==> src/verilog/cml_consts.svh <==
// offsets, field positions and reset values of the charge control register bank
`ifndef CML_CONSTS_SVH
`define CML_CONSTS_SVH

`define CML_OFF_KEY 8'h00
`define CML_OFF_DAC_LEVEL 8'h04
`define CML_OFF_DAC_CTRL 8'h08
`define CML_OFF_SENSE_SEL 8'h0C
`define CML_OFF_AMP_OFS 8'h10
`define CML_OFF_SUPPLY 8'h14
`define CML_OFF_IRQ_STAT 8'h18
`define CML_OFF_IRQ_MASK 8'h1C

`define CML_KEY_PATTERN 8'hAA
`define CML_KEY_RESET 8'h00
`define CML_DAC_LEVEL_RESET 8'h80
`define CML_DAC_EN_RESET 1'h1
`define CML_SENSE_SEL_RESET 6'h15
`define CML_CODE_CH0 6'h15
`define CML_CODE_CH1 6'h2A
`define CML_AMP_TRIM_RESET 5'h00
`define CML_IRQ_RESET 2'h0

`define CML_BIT_DAC_EN 7
`define CML_BIT_CAL_MODE 7
`define CML_BIT_REF_SEL 6
`define CML_BIT_AMP_OUT 5
`define CML_BIT_SUPPLY 0
`define CML_BIT_IRQ_OV 0
`define CML_BIT_IRQ_OC 1

`define CML_RESP_OKAY 2'h0
`define CML_RESP_SLVERR 2'h2

`endif

==> src/verilog/cml_pkg.sv <==
// types shared by the charge control register bank
package cml_pkg;

    // analog comparator levels arriving from outside the clock domain
    typedef struct packed {
        logic amp_out;
        logic supply_good;
        logic over_current_cmp;
        logic over_voltage_cmp;
    } cml_sense_t;

    typedef enum logic {
        CML_CH0 = 1'b0,
        CML_CH1 = 1'b1
    } cml_chan_t;

endpackage

==> src/verilog/cml_sync.sv <==
// three-stage synchroniser whose output moves once stages two and three agree
`timescale 1ns/1ps
`default_nettype none

module cml_sync #(
    parameter int WIDTH = 4
) (
    input wire logic mclk,
    input wire logic resetn,
    input wire logic [WIDTH-1:0] async_in,
    output logic [WIDTH-1:0] sync_out
);
    logic [WIDTH-1:0] stage1;
    logic [WIDTH-1:0] stage2;
    logic [WIDTH-1:0] stage3;

    genvar i;
    generate
        for (i = 0; i < WIDTH; i++) begin : g_bit
            always_ff @(posedge mclk or negedge resetn) begin
                if (!resetn) begin
                    stage1[i] <= 1'b0;
                    stage2[i] <= 1'b0;
                    stage3[i] <= 1'b0;
                    sync_out[i] <= 1'b0;
                end else begin
                    stage1[i] <= async_in[i];
                    stage2[i] <= stage1[i];
                    stage3[i] <= stage2[i];
                    // a lone differing sample is treated as a glitch
                    if (stage2[i] == stage3[i]) begin
                        sync_out[i] <= stage3[i];
                    end
                end
            end
        end
    endgenerate
endmodule // cml_sync

`default_nettype wire

==> src/verilog/cml_top.sv <==
// charge module control: key lock, protection detect, interrupt and AXI4-Lite slave
//
// The placing of the registers and the AXI4-Lite slave port were chosen for this implementation.
`timescale 1ns/1ps
`default_nettype none
`include "cml_consts.svh"

// Notes on behaviour
// The 8-bit key register resets to zero and protected writes land only while it holds AA.
// With any other key, writes to the DAC level, DAC control, sense select and amp offset drop.
// Over-current detect rises when the current comparator and supply-good are both high.
// Over-voltage detect rises when the voltage comparator and supply-good are both high.
// The shared protection interrupt reaches the output only where its enable bit is set.
// Channel 0 routes the voltage sense out, channel 1 routes the amplified current voltage.
// Code 010101 selects channel 0, code 101010 channel 1, any other code keeps the switch.
// The DAC enable bit powers the DAC and closes its switch, and it resets to one.
// The calibration bit picks normal or offset mode, and the amp output reads back read-only.
// A read-only supply-good flag shows the supply detector and resets to zero.
// Protected registers always read back, and the key register is always writable.
module cml_top (
    input wire logic mclk,
    input wire logic resetn,
    input wire logic [7:0] s_axi_awaddr,
    input wire logic s_axi_awvalid,
    output logic s_axi_awready,
    input wire logic [31:0] s_axi_wdata,
    input wire logic [3:0] s_axi_wstrb,
    input wire logic s_axi_wvalid,
    output logic s_axi_wready,
    output logic [1:0] s_axi_bresp,
    output logic s_axi_bvalid,
    input wire logic s_axi_bready,
    input wire logic [7:0] s_axi_araddr,
    input wire logic s_axi_arvalid,
    output logic s_axi_arready,
    output logic [31:0] s_axi_rdata,
    output logic [1:0] s_axi_rresp,
    output logic s_axi_rvalid,
    input wire logic s_axi_rready,
    input wire cml_pkg::cml_sense_t sense_in,
    output logic [7:0] dac_level,
    output logic dac_power_enable,
    output cml_pkg::cml_chan_t mux_channel,
    output logic amp_calibration_mode,
    output logic amp_ref_select,
    output logic [4:0] amp_offset_trim,
    output logic over_voltage_detect,
    output logic over_current_detect,
    output logic error_amp_force_low,
    output logic protection_irq
);
    cml_pkg::cml_sense_t sense_sync;
    logic [7:0] unlock_key_bits;
    logic [5:0] channel_select_code;
    logic supply_good_flag;
    logic amp_output_state;
    logic [1:0] irq_status;
    logic [1:0] irq_mask;
    logic [7:0] wr_addr;
    logic [31:0] wdata_q;
    logic [3:0] wstrb_q;

    cml_sync #(
        .WIDTH($bits(cml_pkg::cml_sense_t))
    ) i_cml_sync (
        .mclk(mclk),
        .resetn(resetn),
        .async_in(sense_in),
        .sync_out(sense_sync)
    );

    // write channel: address and data latched independently, then one write
    wire aw_take = s_axi_awvalid && s_axi_awready;
    wire w_take = s_axi_wvalid && s_axi_wready;
    wire wr_fire = !s_axi_awready && !s_axi_wready && !s_axi_bvalid;
    wire wr_lane = wr_fire && wstrb_q[0];
    wire unlocked = unlock_key_bits == `CML_KEY_PATTERN;
    wire wr_prot = wr_lane && unlocked;
    wire wr_key = wr_lane && wr_addr == `CML_OFF_KEY;
    wire wr_dac_level = wr_prot && wr_addr == `CML_OFF_DAC_LEVEL;
    wire wr_dac_ctrl = wr_prot && wr_addr == `CML_OFF_DAC_CTRL;
    wire wr_sense = wr_prot && wr_addr == `CML_OFF_SENSE_SEL;
    wire wr_amp = wr_prot && wr_addr == `CML_OFF_AMP_OFS;
    wire wr_mask = wr_lane && wr_addr == `CML_OFF_IRQ_MASK;
    wire wr_mapped = wr_addr[7:5] == 3'h0 && wr_addr[1:0] == 2'h0;
    wire [5:0] code_in = wdata_q[5:0];

    // read channel
    wire ar_take = s_axi_arvalid && s_axi_arready;
    wire rd_mapped = s_axi_araddr[7:5] == 3'h0 && s_axi_araddr[1:0] == 2'h0;
    wire rd_stat = ar_take && s_axi_araddr == `CML_OFF_IRQ_STAT;
    wire [7:0] amp_read = {amp_calibration_mode, amp_ref_select, amp_output_state,
                           amp_offset_trim};
    wire [7:0] rd_byte =
        s_axi_araddr == `CML_OFF_KEY ? unlock_key_bits :
        s_axi_araddr == `CML_OFF_DAC_LEVEL ? dac_level :
        s_axi_araddr == `CML_OFF_DAC_CTRL ? {dac_power_enable, 7'h00} :
        s_axi_araddr == `CML_OFF_SENSE_SEL ? {2'h0, channel_select_code} :
        s_axi_araddr == `CML_OFF_AMP_OFS ? amp_read :
        s_axi_araddr == `CML_OFF_SUPPLY ? {7'h00, supply_good_flag} :
        s_axi_araddr == `CML_OFF_IRQ_STAT ? {6'h00, irq_status} :
        s_axi_araddr == `CML_OFF_IRQ_MASK ? {6'h00, irq_mask} : 8'h00;

    // protection: detect levels qualified by supply-good
    wire next_ov = sense_sync.over_voltage_cmp && sense_sync.supply_good;
    wire next_oc = sense_sync.over_current_cmp && sense_sync.supply_good;
    wire [1:0] events = {next_oc, next_ov};
    // a read clears the flags, but an event in the same cycle still sets them
    wire [1:0] next_status = (rd_stat ? 2'h0 : irq_status) | events;
    wire [1:0] next_mask = wr_mask ? wdata_q[1:0] : irq_mask;

    always_ff @(posedge mclk or negedge resetn) begin
        if (!resetn) begin
            s_axi_awready <= 1'b1;
            s_axi_wready <= 1'b1;
            s_axi_bvalid <= 1'b0;
            s_axi_bresp <= `CML_RESP_OKAY;
            wr_addr <= 8'h00;
            wdata_q <= 32'h0000_0000;
            wstrb_q <= 4'h0;
        end else begin
            if (aw_take) begin
                s_axi_awready <= 1'b0;
                wr_addr <= s_axi_awaddr;
            end else if (wr_fire) begin
                s_axi_awready <= 1'b1;
            end
            if (w_take) begin
                s_axi_wready <= 1'b0;
                wdata_q <= s_axi_wdata;
                wstrb_q <= s_axi_wstrb;
            end else if (wr_fire) begin
                s_axi_wready <= 1'b1;
            end
            if (wr_fire) begin
                s_axi_bvalid <= 1'b1;
                s_axi_bresp <= wr_mapped ? `CML_RESP_OKAY : `CML_RESP_SLVERR;
            end else if (s_axi_bready) begin
                s_axi_bvalid <= 1'b0;
            end
        end
    end

    always_ff @(posedge mclk or negedge resetn) begin
        if (!resetn) begin
            s_axi_arready <= 1'b1;
            s_axi_rvalid <= 1'b0;
            s_axi_rdata <= 32'h0000_0000;
            s_axi_rresp <= `CML_RESP_OKAY;
        end else if (ar_take) begin
            s_axi_arready <= 1'b0;
            s_axi_rvalid <= 1'b1;
            s_axi_rdata <= {24'h00_0000, rd_byte};
            s_axi_rresp <= rd_mapped ? `CML_RESP_OKAY : `CML_RESP_SLVERR;
        end else if (s_axi_rvalid && s_axi_rready) begin
            s_axi_arready <= 1'b1;
            s_axi_rvalid <= 1'b0;
        end
    end

    always_ff @(posedge mclk or negedge resetn) begin
        if (!resetn) begin
            unlock_key_bits <= `CML_KEY_RESET;
            dac_level <= `CML_DAC_LEVEL_RESET;
            dac_power_enable <= `CML_DAC_EN_RESET;
            channel_select_code <= `CML_SENSE_SEL_RESET;
            mux_channel <= cml_pkg::CML_CH0;
        end else begin
            if (wr_key) begin
                unlock_key_bits <= wdata_q[7:0];
            end
            if (wr_dac_level) begin
                dac_level <= wdata_q[7:0];
            end
            if (wr_dac_ctrl) begin
                dac_power_enable <= wdata_q[`CML_BIT_DAC_EN];
            end
            if (wr_sense) begin
                channel_select_code <= code_in;
                if (code_in == `CML_CODE_CH0) begin
                    mux_channel <= cml_pkg::CML_CH0;
                end else if (code_in == `CML_CODE_CH1) begin
                    mux_channel <= cml_pkg::CML_CH1;
                end
            end
        end
    end

    always_ff @(posedge mclk or negedge resetn) begin
        if (!resetn) begin
            amp_calibration_mode <= 1'b0;
            amp_ref_select <= 1'b0;
            amp_offset_trim <= `CML_AMP_TRIM_RESET;
            amp_output_state <= 1'b0;
            supply_good_flag <= 1'b0;
        end else begin
            if (wr_amp) begin
                amp_calibration_mode <= wdata_q[`CML_BIT_CAL_MODE];
                amp_ref_select <= wdata_q[`CML_BIT_REF_SEL];
                amp_offset_trim <= wdata_q[4:0];
            end
            amp_output_state <= sense_sync.amp_out;
            supply_good_flag <= sense_sync.supply_good;
        end
    end

    always_ff @(posedge mclk or negedge resetn) begin
        if (!resetn) begin
            over_voltage_detect <= 1'b0;
            over_current_detect <= 1'b0;
            error_amp_force_low <= 1'b0;
            irq_status <= `CML_IRQ_RESET;
            irq_mask <= `CML_IRQ_RESET;
            protection_irq <= 1'b0;
        end else begin
            over_voltage_detect <= next_ov;
            over_current_detect <= next_oc;
            error_amp_force_low <= next_ov || next_oc;
            irq_status <= next_status;
            irq_mask <= next_mask;
            protection_irq <= |(next_status & next_mask);
        end
    end
endmodule // cml_top

`default_nettype wire

==> config.mk <==
export PLATFORM = sky130hd
export DESIGN_NAME = cml_top
export DESIGN_NICKNAME = d
export VERILOG_FILES = /design/src/verilog/cml_pkg.sv /design/src/verilog/cml_sync.sv /design/src/verilog/cml_top.sv
export VERILOG_INCLUDE_DIRS = /design/src /design/src/verilog
export SDC_FILE = /design/constraint.sdc
export NUM_CORES = 1
export LEC_CHECK = 0
export ABC_AREA = 1
export BUFFER_PORTS_ARGS = -buffer_cell sky130_fd_sc_hd__buf_2
export CAP_MARGIN = 5
export CORE_MARGIN = 10
export CORE_UTILIZATION = 54
export DETAILED_ROUTE_END_ITERATION = 16
export PLACE_DENSITY = 0.92
export REMOVE_ABC_BUFFERS = 1
export SYNTH_ARGS = -nofsm -noshare
export SYNTH_HDL_FRONTEND = slang
export SYNTH_SLANG_ARGS = --single-unit
==> constraint.sdc <==
create_clock -name mclk -period 3.7 [get_ports mclk]
set_input_delay 0.37 -clock mclk [delete_from_list [all_inputs] [get_ports mclk]]
set_output_delay 0.37 -clock mclk [all_outputs]
set_load 0.005 [all_outputs]
==> reports/results.tsv, run 1 <==
metric	value	unit
cell type group with the largest total delay on the critical path	simple AND/OR/NAND/NOR gates	
Max stage delay on crit path	0.39	ns
part of the Yosys area used for sequential elements	0.581	
area of the core region	0.00687	mm²
IO Count	125	
DRC violations left	0	
number of buffers inserted to repair setup after CTS	0	
largest fanout on the critical path	16	
setup clock skew after layout	0.00661	ns
power share of the sequential group	0.536	
flip-flop and latch count after synthesis	89	
start of the worst register-to-register path	wr_addr[5]	
FILL cells	584	
Leak	2.27	nW
result of the run	complete, no violations	
Worst Path Arrival	2.15	ns
count of inserted antenna diode cells	0	
transition time at the pin with the least slew margin	1.07	ns
largest net degree at the start of global routing	90	
total number of H-tree levels	3	
critical path class	reg -> reg	
count of endpoints failing hold in the final timing report	0	
Final Slew Violations	0	
via count normalized by instance count	5.11	
total routing usage reported by global routing	0.158	
post-synthesis instance area	0.00385	mm²
TritonRoute pass-1 iters	5	
library cells used by synthesis	26	
worst-case headroom to the max-slew limit	0.290	
Min-Delay Startpoint	sense_in[1]	
sort of element at the start of the critical path	flip-flop	
IO buf count	71	
post_cts resized	0	
fraction of power spent switching nets	0.318	
Hold WC Path Type	in -> reg	
mean instance size in the synthesized netlist	9.44	µm²
via count of the first global-routing pass	3019	
maximum resistive drop on vdd	0.443	mV
minimum clock period after layout	1.91	ns
setup repair after global routing missed its margin	false	
Achievable Freq	0.522	GHz
TritonCTS clock tree	done	
average detailed-routed wire length per instance	14.8	µm
clock buffer count from CTS	9	
total via count in the routed design	2965	
relative contribution of combinational cells to total power	0.205	
crit path launch	wr_addr[5]	
Hold-fix buffers, CTS	0	
area grow syn2layout	12.8	%
total power	2.33	mW
sequence of cells on the critical path	nor3_2, nand2_1, nor3_1, nand2_1, nand2_1, o21ai_1	
cell internal pwr	1.59	mW
share of total power in the clock network	0.258	
global-route wire length before repair	14100	µm
die outline area	0.0109	mm²
post-route fraction of the period consumed by the critical path	0.517	
placer congestion estimate	0.867	
Final Setup Violations	0	
Die W	104	µm
register clock-pin slew on the reported worst setup and hold paths	0.08	ns
standard cell with the maximum stage delay on the critical path	sky130_fd_sc_hd__dfrtp_1	
initial core utilization	0.560	
Critical path buffers and inverters	0	
fraction of final layout cells sized beyond drive strength 1	0.233	
Synth warnings	0	
power density cells	537	mW/mm²
post-route ant nets	0	
height of the chip	104	µm
antenna violations before repair	0	
post-DP HPWL	6310	µm
most prevalent standard cell on the critical path	sky130_fd_sc_hd__nand2_1	
Critical Path End Type	flip-flop	
final net count	542	
grt ovf	0	
CTS root buffer	sky130_fd_sc_hd__clkbuf_8	
Total Neg Setup Slack	0	ns
switching pwr	743	µW
maxcap violations	0	
DRC marker count from the first detailed-route iteration	211	
sinks on the clock net	89	
number of instances in the synthesized netlist	408	
Total Wirelength	8560	µm
num rows	30	
Clk Latency, worst-skew pair	0.36	ns
maximum clock path buffer count	2	
endpoint required time on the critical path	3.93	ns
==> final cells by class <==
| type | count | area, µm² | area share |
|---|---|---|---|
| flip-flops and latches | 89 | 2240 | 0.515 |
| multi-input cells | 272 | 1320 | 0.303 |
| inverters | 35 | 131 | 0.0302 |
| clock inverters | 2 | 12.5 | 0.00288 |
| well taps | 96 | 120 | 0.0276 |
| repair buffers | 72 | 365 | 0.0841 |
| clock buffers | 14 | 163 | 0.0374 |
==> kinds of logic after synthesis <==
family | synth area share
buffers and inverters | 0.102
AND/OR/NAND/NOR | 0.201
adder cells (fa/ha/maj) | 0.0104
flip-flops | 0.581
multiplexers | 0.0175
AO/OA/AOI/OAI | 0.0874
other | 0.000974
==> sequential cells by signal, indices dropped and copies added (netlist names), 2 cells and up <==
name,flops
dac_level,8
s_axi_rdata,8
unlock_key_bits,8
wdata_q,8
wr_addr,8
channel_select_code,6
amp_offset_trim,5
i_cml_sync.stage1,4
i_cml_sync.stage2,4
i_cml_sync.stage3,4
i_cml_sync.sync_out,4
irq_mask,2
irq_status,2
==> worst reg2reg max path: stages, from the launching register on <==
cell and delay (ns):
sky130_fd_sc_hd__dfrtp_1 0.39, sky130_fd_sc_hd__nor3_2 0.34, sky130_fd_sc_hd__nand2_1 0.21, sky130_fd_sc_hd__nor3_1 0.19
sky130_fd_sc_hd__nand2_1 0.38, sky130_fd_sc_hd__nand2_1 0.19, sky130_fd_sc_hd__o21ai_1 0.08
==> power groups by stage <==
stage | sequential [mW] | clock, mW | combinational (mW)
6_report | 1.25 | 0.603 | 0.479
5_1_grt | 1.27 | 0.658 | 0.546
4_1_cts | 1.25 | 0.614 | 0.481
3_5_place_dp | 1.27 | 0 | 0.479
3_3_place_gp | 1.26 | 0 | 0.453
2_1_floorplan | 1.25 | 0 | 0.301
==> stage by stage <==
step	setup slack (ns)	hold WS (ns)	util	std cells	cell area, µm²
global placement	1.64	0.333	0.607	564	4170
CTS	1.83	0.0992	0.632	580	4340
finish	1.79	0.117	0.632	580	4340
global route	1.65	0.106	0.632	580	4340
detailed placement	1.54	0.336	0.607	564	4170
floorplan	1.90	0.0744	-	396	3680
==> Yosys cell counts <==
| master | n | share of area |
|---|---|---|
| sky130_fd_sc_hd__conb_1 | 1 | 0.00097 |
| sky130_fd_sc_hd__o21ai_2 | 7 | 0.016 |
| sky130_fd_sc_hd__o21ai_0 | 24 | 0.031 |
| sky130_fd_sc_hd__o2111ai_1 | 1 | 0.0023 |
| sky130_fd_sc_hd__mux2_2 | 6 | 0.018 |
| sky130_fd_sc_hd__a31oi_1 | 1 | 0.0016 |
| sky130_fd_sc_hd__nor2_1 | 37 | 0.036 |
| sky130_fd_sc_hd__dfrtp_1 | 81 | 0.53 |
| sky130_fd_sc_hd__buf_2 | 4 | 0.0052 |
| sky130_fd_sc_hd__nand2_2 | 1 | 0.0016 |
| sky130_fd_sc_hd__nor3_4 | 2 | 0.0084 |
| sky130_fd_sc_hd__buf_6 | 2 | 0.0058 |
| sky130_fd_sc_hd__nor3_1 | 4 | 0.0052 |
| sky130_fd_sc_hd__maj3_1 | 4 | 0.010 |
| sky130_fd_sc_hd__inv_1 | 35 | 0.034 |
| sky130_fd_sc_hd__nand2_1 | 87 | 0.085 |
| sky130_fd_sc_hd__buf_4 | 27 | 0.053 |
| sky130_fd_sc_hd__dfstp_2 | 8 | 0.055 |
| sky130_fd_sc_hd__nand4_1 | 8 | 0.013 |
| sky130_fd_sc_hd__o21ai_1 | 14 | 0.018 |
| sky130_fd_sc_hd__nor2_2 | 1 | 0.0016 |
| sky130_fd_sc_hd__nor3_2 | 2 | 0.0052 |
| sky130_fd_sc_hd__nand4_2 | 1 | 0.0032 |
| sky130_fd_sc_hd__nand3_1 | 32 | 0.042 |
| sky130_fd_sc_hd__clkbuf_1 | 4 | 0.0039 |
| sky130_fd_sc_hd__a21oi_1 | 14 | 0.018 |
==> metal layers <==
| layer | vias up | wire length (µm) | part of all wire | GRT usage |
|---|---|---|---|---|
| met5 | - | 0 | 0 | 0 |
| met4 | 0 | 144 | 0.017 | 0.0706 |
| met3 | 10 | 856 | 0.10 | 0.0613 |
| met2 | 133 | 4080 | 0.48 | 0.252 |
| met1 | 1403 | 3480 | 0.41 | 0.183 |
| li1 | 1419 | - | - | - |
==> worst paths after layout <==
kind / slack [ns] / endpoint / depth (start not counted)
hold / removal: 0.12 / i_cml_sync.stage1[1] / 1
setup / recovery: 1.79 / dac_level[0] / 6
setup reg to reg: 1.79 / dac_level[0] / 6
hold reg to reg: 0.35 / i_cml_sync.stage2[3] / 0
min in group asynchronous: 0.19 / i_cml_sync.stage1[2] / 1
max in group asynchronous: 2.81 / unlock_key_bits[0] / 1
==> layout by cell type (no fill, tap or decap), types with 2 or more instances in the layout <==
cell	Yosys	routed
sky130_fd_sc_hd__nand2_1	87	87
sky130_fd_sc_hd__buf_4	27	2
sky130_fd_sc_hd__nand4_1	8	8
sky130_fd_sc_hd__inv_1	35	35
sky130_fd_sc_hd__nor3_4	2	2
sky130_fd_sc_hd__conb_1	1	26
sky130_fd_sc_hd__clkbuf_8	0	11
sky130_fd_sc_hd__nand3_1	32	32
sky130_fd_sc_hd__a21oi_1	14	14
sky130_fd_sc_hd__mux2_2	6	6
sky130_fd_sc_hd__nor3_1	4	4
sky130_fd_sc_hd__o21ai_1	14	14
sky130_fd_sc_hd__o21ai_0	24	24
sky130_fd_sc_hd__dfstp_2	8	8
sky130_fd_sc_hd__nor2_1	37	37
sky130_fd_sc_hd__o21ai_2	7	7
sky130_fd_sc_hd__clkbuf_1	4	3
sky130_fd_sc_hd__maj3_1	4	4
sky130_fd_sc_hd__nor3_2	2	2
sky130_fd_sc_hd__buf_2	4	70
sky130_fd_sc_hd__dfrtp_1	81	81
(Power assumes the default switching activity.)
==> run 2, diff against run 1 <==
Settings changed: CORE_UTILIZATION 54 to 46, PLACE_DENSITY 0.92 to 0.84.
Clock period 3.7 ns to 1.7 ns, I/O delays scaled along.
==> run 2 against run 1 <==
Against the previous run: cell area is 5.4% higher; critical path depth is 1 higher; sequential power is 120% higher; critical endpoint is now amp_offset_trim[1]; largest cell class unchanged; highest routed layer unchanged.
==> reports/results.tsv, run 2 (same netlist as run 1, synthesis figures left out) <==
metric	value	unit
post-route ant nets	0	
area grow syn2layout	18.9	%
Finished Core Util	0.560	
maximum clock path buffer count	2	
Critical Path End Type	flip-flop	
total power	5.32	mW
sort of element at the start of the critical path	flip-flop	
Achievable Freq	0.645	GHz
placer congestion estimate	0.887	
Clk Latency, worst-skew pair	0.35	ns
via count of the first global-routing pass	3176	
met1 routing resource usage after global routing	0.171	
total via count in the routed design	2987	
standard cell with the maximum stage delay on the critical path	sky130_fd_sc_hd__dfrtp_1	
antenna violations before repair	0	
critical path class	reg -> reg	
grt peak-use layer	met2	
reg2reg path depth	7	
largest net degree at the start of global routing	54	
die outline area	0.0124	mm²
clock buffer count from CTS	9	
result of the run	complete, no violations	
initial core utilization	0.471	
maxcap violations	0	
height of the chip	111	µm
setup repair after global routing missed its margin	false	
Total Wirelength	8830	µm
Worst Hold Path Cells	2	
fraction of final layout cells sized beyond drive strength 1	0.255	
most common cell after layout, fill and taps aside	sky130_fd_sc_hd__nand2_1	
IO Count	125	
num rows	33	
grt ovf	0	
switching pwr	1.63	mW
average detailed-routed wire length per instance	14.5	µm
count of endpoints failing hold in the final timing report	0	
Place WS	0.0736	ns
DRC marker count from the first detailed-route iteration	115	
IO buf count	71	
most used cells in the layout excluding fill and tap cells	85 x sky130_fd_sc_hd__nand2_1, 81 x sky130_fd_sc_hd__dfrtp_1, 70 x sky130_fd_sc_hd__buf_2	
Worst Path Arrival	1.79	ns
total routing usage reported by global routing	0.144	
final hold slack	0.0300	ns
DRC violations left	0	
cell internal pwr	3.69	mW
TritonRoute pass-1 iters	5	
endpoint required time on the critical path	1.94	ns
global-route wire length before repair	15000	µm
register clock-pin slew on the reported worst setup and hold paths	0.08	ns
TritonCTS clock tree	done	
minimum clock period after layout	1.55	ns
met2 track utilization from global routing	0.225	
GR Layer Usage met3	0.0617	
fraction of power spent switching nets	0.307	
Leak	2.38	nW
power share of the sequential group	0.514	
Die W	111	µm
share of total power in the clock network	0.272	
largest fanout on the critical path	14	
Hold WC Path Type	in -> reg	
power density cells	1160	mW/mm²
maximum resistive drop on vdd	0.687	mV
relative contribution of combinational cells to total power	0.214	
via count normalized by instance count	4.90	
Max stage delay on crit path	0.39	ns
final net count	563	
count of inserted antenna diode cells	0	
post-route worst setup slack	0.151	ns
Final Slew Violations	0	
post-route fraction of the period consumed by the critical path	0.911	
area of the core region	0.00818	mm²
Total Neg Setup Slack	0	ns
total number of H-tree levels	3	
setup clock skew after layout	0.00815	ns
sinks on the clock net	89	
Final Setup Violations	0	
sequence of cells on the critical path	inv_1, nand4_1, nor3_4, nand4_2, buf_4, nand2_1, o21ai_2	
post-DP HPWL	6590	µm
CTS root buffer	sky130_fd_sc_hd__clkbuf_8	
run 2: changes by cell type in the layout (fill, tap and decap cells not counted), moves of 2 or more:
cell,before,now
sky130_fd_sc_hd__nand2_1,87,85
sky130_fd_sc_hd__dlygate4sd3_1,0,8
sky130_fd_sc_hd__nand2_2,1,3
sky130_fd_sc_hd__buf_4,2,14
run 2: layout make-up:
type	count	area, µm²
clock buffer	14	163
sequential	89	2240
fill	709	3600
timing repair buffer	93	556
clock inverter	2	37.5
inverter	35	131
multi-input combinational	272	1320
tap	105	131
run 2: per-layer routing:
metal	part of all wire	wire [µm]
met5	0	0
met1	0.41	3600
met2	0.46	4070
met4	0.012	107
met3	0.12	1050
run 2: worst max-delay path, delay by kind of cell, from the launching register on:
kind            cells  cell delay (ns)
buf+inv             2             0.30
flops               1             0.39
compound gates      1             0.05
simple gates        4             0.70
run 2: final timing paths:
kind / start / to / slack, ns
worst max-delay path: unlock_key_bits[2] / amp_offset_trim[1] / 0.15
worst min-delay path: s_axi_rready / s_axi_rvalid / 0.03
worst max register to register: unlock_key_bits[2] / amp_offset_trim[1] / 0.15
worst min register to register: i_cml_sync.stage1[1] / i_cml_sync.stage2[1] / 0.35
max in group asynchronous: resetn / s_axi_awready / 0.89
min in group asynchronous: resetn / amp_ref_select / 0.20
run 2: power by group through the flow:
stage / combinational (mW) / clock [mW] / sequential, mW
floorplan: 0.654 / 0 / 2.73
global placement: 1.05 / 0 / 2.74
detailed placement: 1.10 / 0 / 2.77
CTS: 1.12 / 1.49 / 2.73
global route: 1.30 / 1.59 / 2.79
finish: 1.14 / 1.45 / 2.73
run 2: what timing repair did:
action,4_1_cts,5_1_grt
buffers inserted,0,1
setup endpoints to repair,0,19
hold endpoints to repair,89,0
hold buffers,8,0
gates resized for setup,0,3
run 2: through the flow:
stage	instances	cell area (µm²)
after global placement	585	4280
after floorplan	396	3680
after global routing	610	4580
final	610	4580
after CTS	609	4560
after detailed placement	585	4280
==> run 3, diff against run 2 <==
Settings changed: ABC_AREA 1 to not set.
==> run 3 against run 2 <==
Against the previous run: the flow now finishes with violations (negative setup slack); setup slack lost 0.35 ns; sequential share of layout area decreased by 3.3 points; sequential power increased by 2%; power grew 5.6%; sequential cell count unchanged; core utilization up 4.0 points; cell area rose by 7.2%; clock power hardly changed; non-clock buffer count rose by 23; critical endpoint is now amp_offset_trim[2]; highest routed layer unchanged.
==> reports/results.tsv, run 3 <==
metric	value	unit
result of the run	finished with violations	
failing checks	negative setup slack	
most common cell after layout, fill and taps aside	sky130_fd_sc_hd__dfrtp_1	
post-DP HPWL	6990	µm
most common cell in the synthesized netlist	sky130_fd_sc_hd__dfrtp_1	
initial core utilization	0.472	
minimum clock period after layout	1.90	ns
leading post-synthesis cells by cell area	sky130_fd_sc_hd__dfrtp_1 52%, sky130_fd_sc_hd__mux2_2 14%, sky130_fd_sc_hd__dfstp_2 5.4%	
grt peak-use layer	met2	
area of the core region	0.00818	mm²
placer congestion estimate	0.806	
Finished Core Util	0.600	
number of instances in the synthesized netlist	304	
Worst Path Arrival	2.16	ns
cell taking the most area after synthesis	sky130_fd_sc_hd__dfrtp_1	
total power	5.61	mW
count of endpoints failing hold in the final timing report	0	
maxcap violations	0	
maximum resistive drop on vdd	0.881	mV
endpoint required time on the critical path	1.95	ns
setup clock skew after layout	0.00962	ns
final net count	485	
clock buffer count from CTS	9	
area grow syn2layout	27.1	%
Hold WC Path Type	in -> reg	
basic-gate share of the synthesized area counting and, or, nand and nor cells	0.104	
area share of the largest cell type after synthesis	0.525	
largest fanout on the critical path	7	
fraction of synthesized cell area in xor and xnor cells	0	
total routing usage reported by global routing	0.146	
capture point of the worst reg-to-reg path	amp_offset_trim[2]	
library cells used by synthesis	49	
post-route worst setup slack	-0.204	ns
number of synthesized flops with an enable pin	0	
most used standard cells in the synthesized netlist	81 x sky130_fd_sc_hd__dfrtp_1, 49 x sky130_fd_sc_hd__mux2_2, 26 x sky130_fd_sc_hd__buf_4, 15 x sky130_fd_sc_hd__nand2_1, 14 x sky130_fd_sc_hd__inv_1	
fraction of final layout cells sized beyond drive strength 1	0.452	
Clk Latency, worst-skew pair	0.36	ns
TritonCTS clock tree	done	
GR Layer Usage met3	0.0515	
fraction of the mapped netlist area in adder cells	0.0104	
start of the worst register-to-register path	wr_addr[1]	
largest family of logic cells by synthesized area	multiplexers	
critical path class	reg -> reg	
maximum clock path buffer count	2	
worst hold endpoint	wstrb_q[0]	
power density cells	1140	mW/mm²
part of the Yosys area used for sequential elements	0.579	
flip-flop and latch count after synthesis	89	
sort of element at the start of the critical path	flip-flop	
Min-Delay Startpoint	s_axi_wstrb[0]	
portion of netlist area occupied by mux cells	0.162	
Die W	112	µm
via count normalized by instance count	5.15	
met2 track utilization from global routing	0.246	
height of the chip	112	µm
register clock-pin slew on the reported worst setup and hold paths	0.09	ns
IO buf count	71	
dominant synthesized flop cell	sky130_fd_sc_hd__dfrtp_1	
post-route fraction of the period consumed by the critical path	1.12	
Achievable Freq	0.525	GHz
Leak	2.41	nW
Worst Hold Path Cells	2	
die outline area	0.0125	mm²
Synth Area in Compound Gates	0.0706	
CTS root buffer	sky130_fd_sc_hd__clkbuf_8	
largest net degree at the start of global routing	42	
average detailed-routed wire length per instance	17.3	µm
Synth warnings	0	
global-route wire length before repair	15000	µm
total via count in the routed design	2739	
antenna violations before repair	0	
IO Count	125	
setup repair after global routing missed its margin	true	
reg2reg path depth	4	
fraction of registers with async set/reset	1.00	
via count of the first global-routing pass	2951	
Total Wirelength	9210	µm
grt ovf	0	
count of inserted antenna diode cells	0	
DRC violations left	0	
total number of H-tree levels	3	
Final Slew Violations	0	
TritonRoute pass-1 iters	5	
mean instance size in the synthesized netlist	12.7	µm²
Critical Path End Type	flip-flop	
Final Setup Violations	32	
slack of the worst reg-to-reg path	-0.20	ns
most used cells in the layout excluding fill and tap cells	81 x sky130_fd_sc_hd__dfrtp_1, 70 x sky130_fd_sc_hd__buf_2, 35 x sky130_fd_sc_hd__mux2_2	
post-route ant nets	0	
DRC marker count from the first detailed-route iteration	97	
met1 routing resource usage after global routing	0.167	
post-synthesis instance area	0.00386	mm²
num rows	33	
sinks on the clock net	89	
[run 3: cell count changes in the layout (fill, tap and decap cells not counted), moves of 10 or more]
cell,previous run,this run
sky130_fd_sc_hd__mux2_2,6,35
sky130_fd_sc_hd__nor2b_1,0,10
sky130_fd_sc_hd__nand3_1,32,5
sky130_fd_sc_hd__nor2_1,36,6
sky130_fd_sc_hd__buf_4,14,31
sky130_fd_sc_hd__inv_1,35,14
sky130_fd_sc_hd__o21ai_1,14,0
sky130_fd_sc_hd__mux2_4,0,14
sky130_fd_sc_hd__nand2_1,85,14
sky130_fd_sc_hd__a21oi_1,14,2
sky130_fd_sc_hd__o21ai_0,24,10
[run 3: worst max-delay path, cell delays in order (launching register included)]
cell	delay [ns]
sky130_fd_sc_hd__dfrtp_1	0.42
sky130_fd_sc_hd__nor4b_4	0.35
sky130_fd_sc_hd__nand3_2	0.13
sky130_fd_sc_hd__or4_4	0.57
sky130_fd_sc_hd__mux2_4	0.32
[run 3: per-layer routing]
metal	part of all wire	vias up	routed length, µm
li1	-	1275	-
met1	0.42	1363	3830
met2	0.49	91	4560
met3	0.075	10	693
met4	0.015	0	134
met5	0	-	0
[run 3: worst max-delay path by stage]
stage / to / from
floorplan: amp_calibration_mode / wr_addr[1]
finish: amp_offset_trim[2] / wr_addr[1]
global route: amp_offset_trim[2] / wr_addr[1]
detailed placement: amp_offset_trim[2] / wr_addr[1]
global placement: amp_offset_trim[2] / wr_addr[1]
CTS: amp_offset_trim[2] / wr_addr[5]
[run 3: layout make-up]
| type | instances | area (µm²) |
|---|---|---|
| inverter | 14 | 52.6 |
| tap | 105 | 131 |
| timing repair buffer | 116 | 748 |
| clock buffer | 9 | 124 |
| fill | 662 | 3270 |
| sequential | 89 | 2240 |
| multi-input combinational | 192 | 1550 |
| clock inverter | 7 | 68.8 |
[run 3: logic make-up after synthesis]
| logic type | after synthesis |
|---|---|
| DFF | 89 |
| AOI/OAI and AO/OA | 39 |
| other | 1 |
| adders and majority gates | 4 |
| buffers and inverters | 48 |
| muxes | 55 |
| and+or+nand+nor | 68 |
[run 3: power by group]
part	switching [mW]	internal, mW	total (mW)	leakage [nW]
sequential	0.302	2.49	2.79	1.11
combinational	0.662	0.744	1.41	1.20
clock	0.840	0.577	1.42	0.100
[run 3: timing repair]
action	in CTS	in global routing
endpoints found under the setup margin	32	32
buffers inserted	2	1
resized for setup	16	11
hold endpoints to repair	31	0
pin swaps	4	1
hold buffers	10	0
[run 3: through the flow]
| stage | cell area (µm²) | TNS (ns) | setup slack (ns) | instances | hold slack (ns) |
|---|---|---|---|---|---|
| floorplan | 3730 | -4.69 | -0.251 | 295 | -0.126 |
| global placement | 4470 | -3.73 | -0.227 | 503 | 0.0802 |
| detailed placement | 4470 | -7.36 | -0.384 | 503 | 0.0856 |
| CTS | 4850 | -4.45 | -0.185 | 531 | 0.0229 |
| global route | 4910 | -6.96 | -0.258 | 532 | 0.0274 |
| finish | 4910 | -4.56 | -0.204 | 532 | 0.0332 |
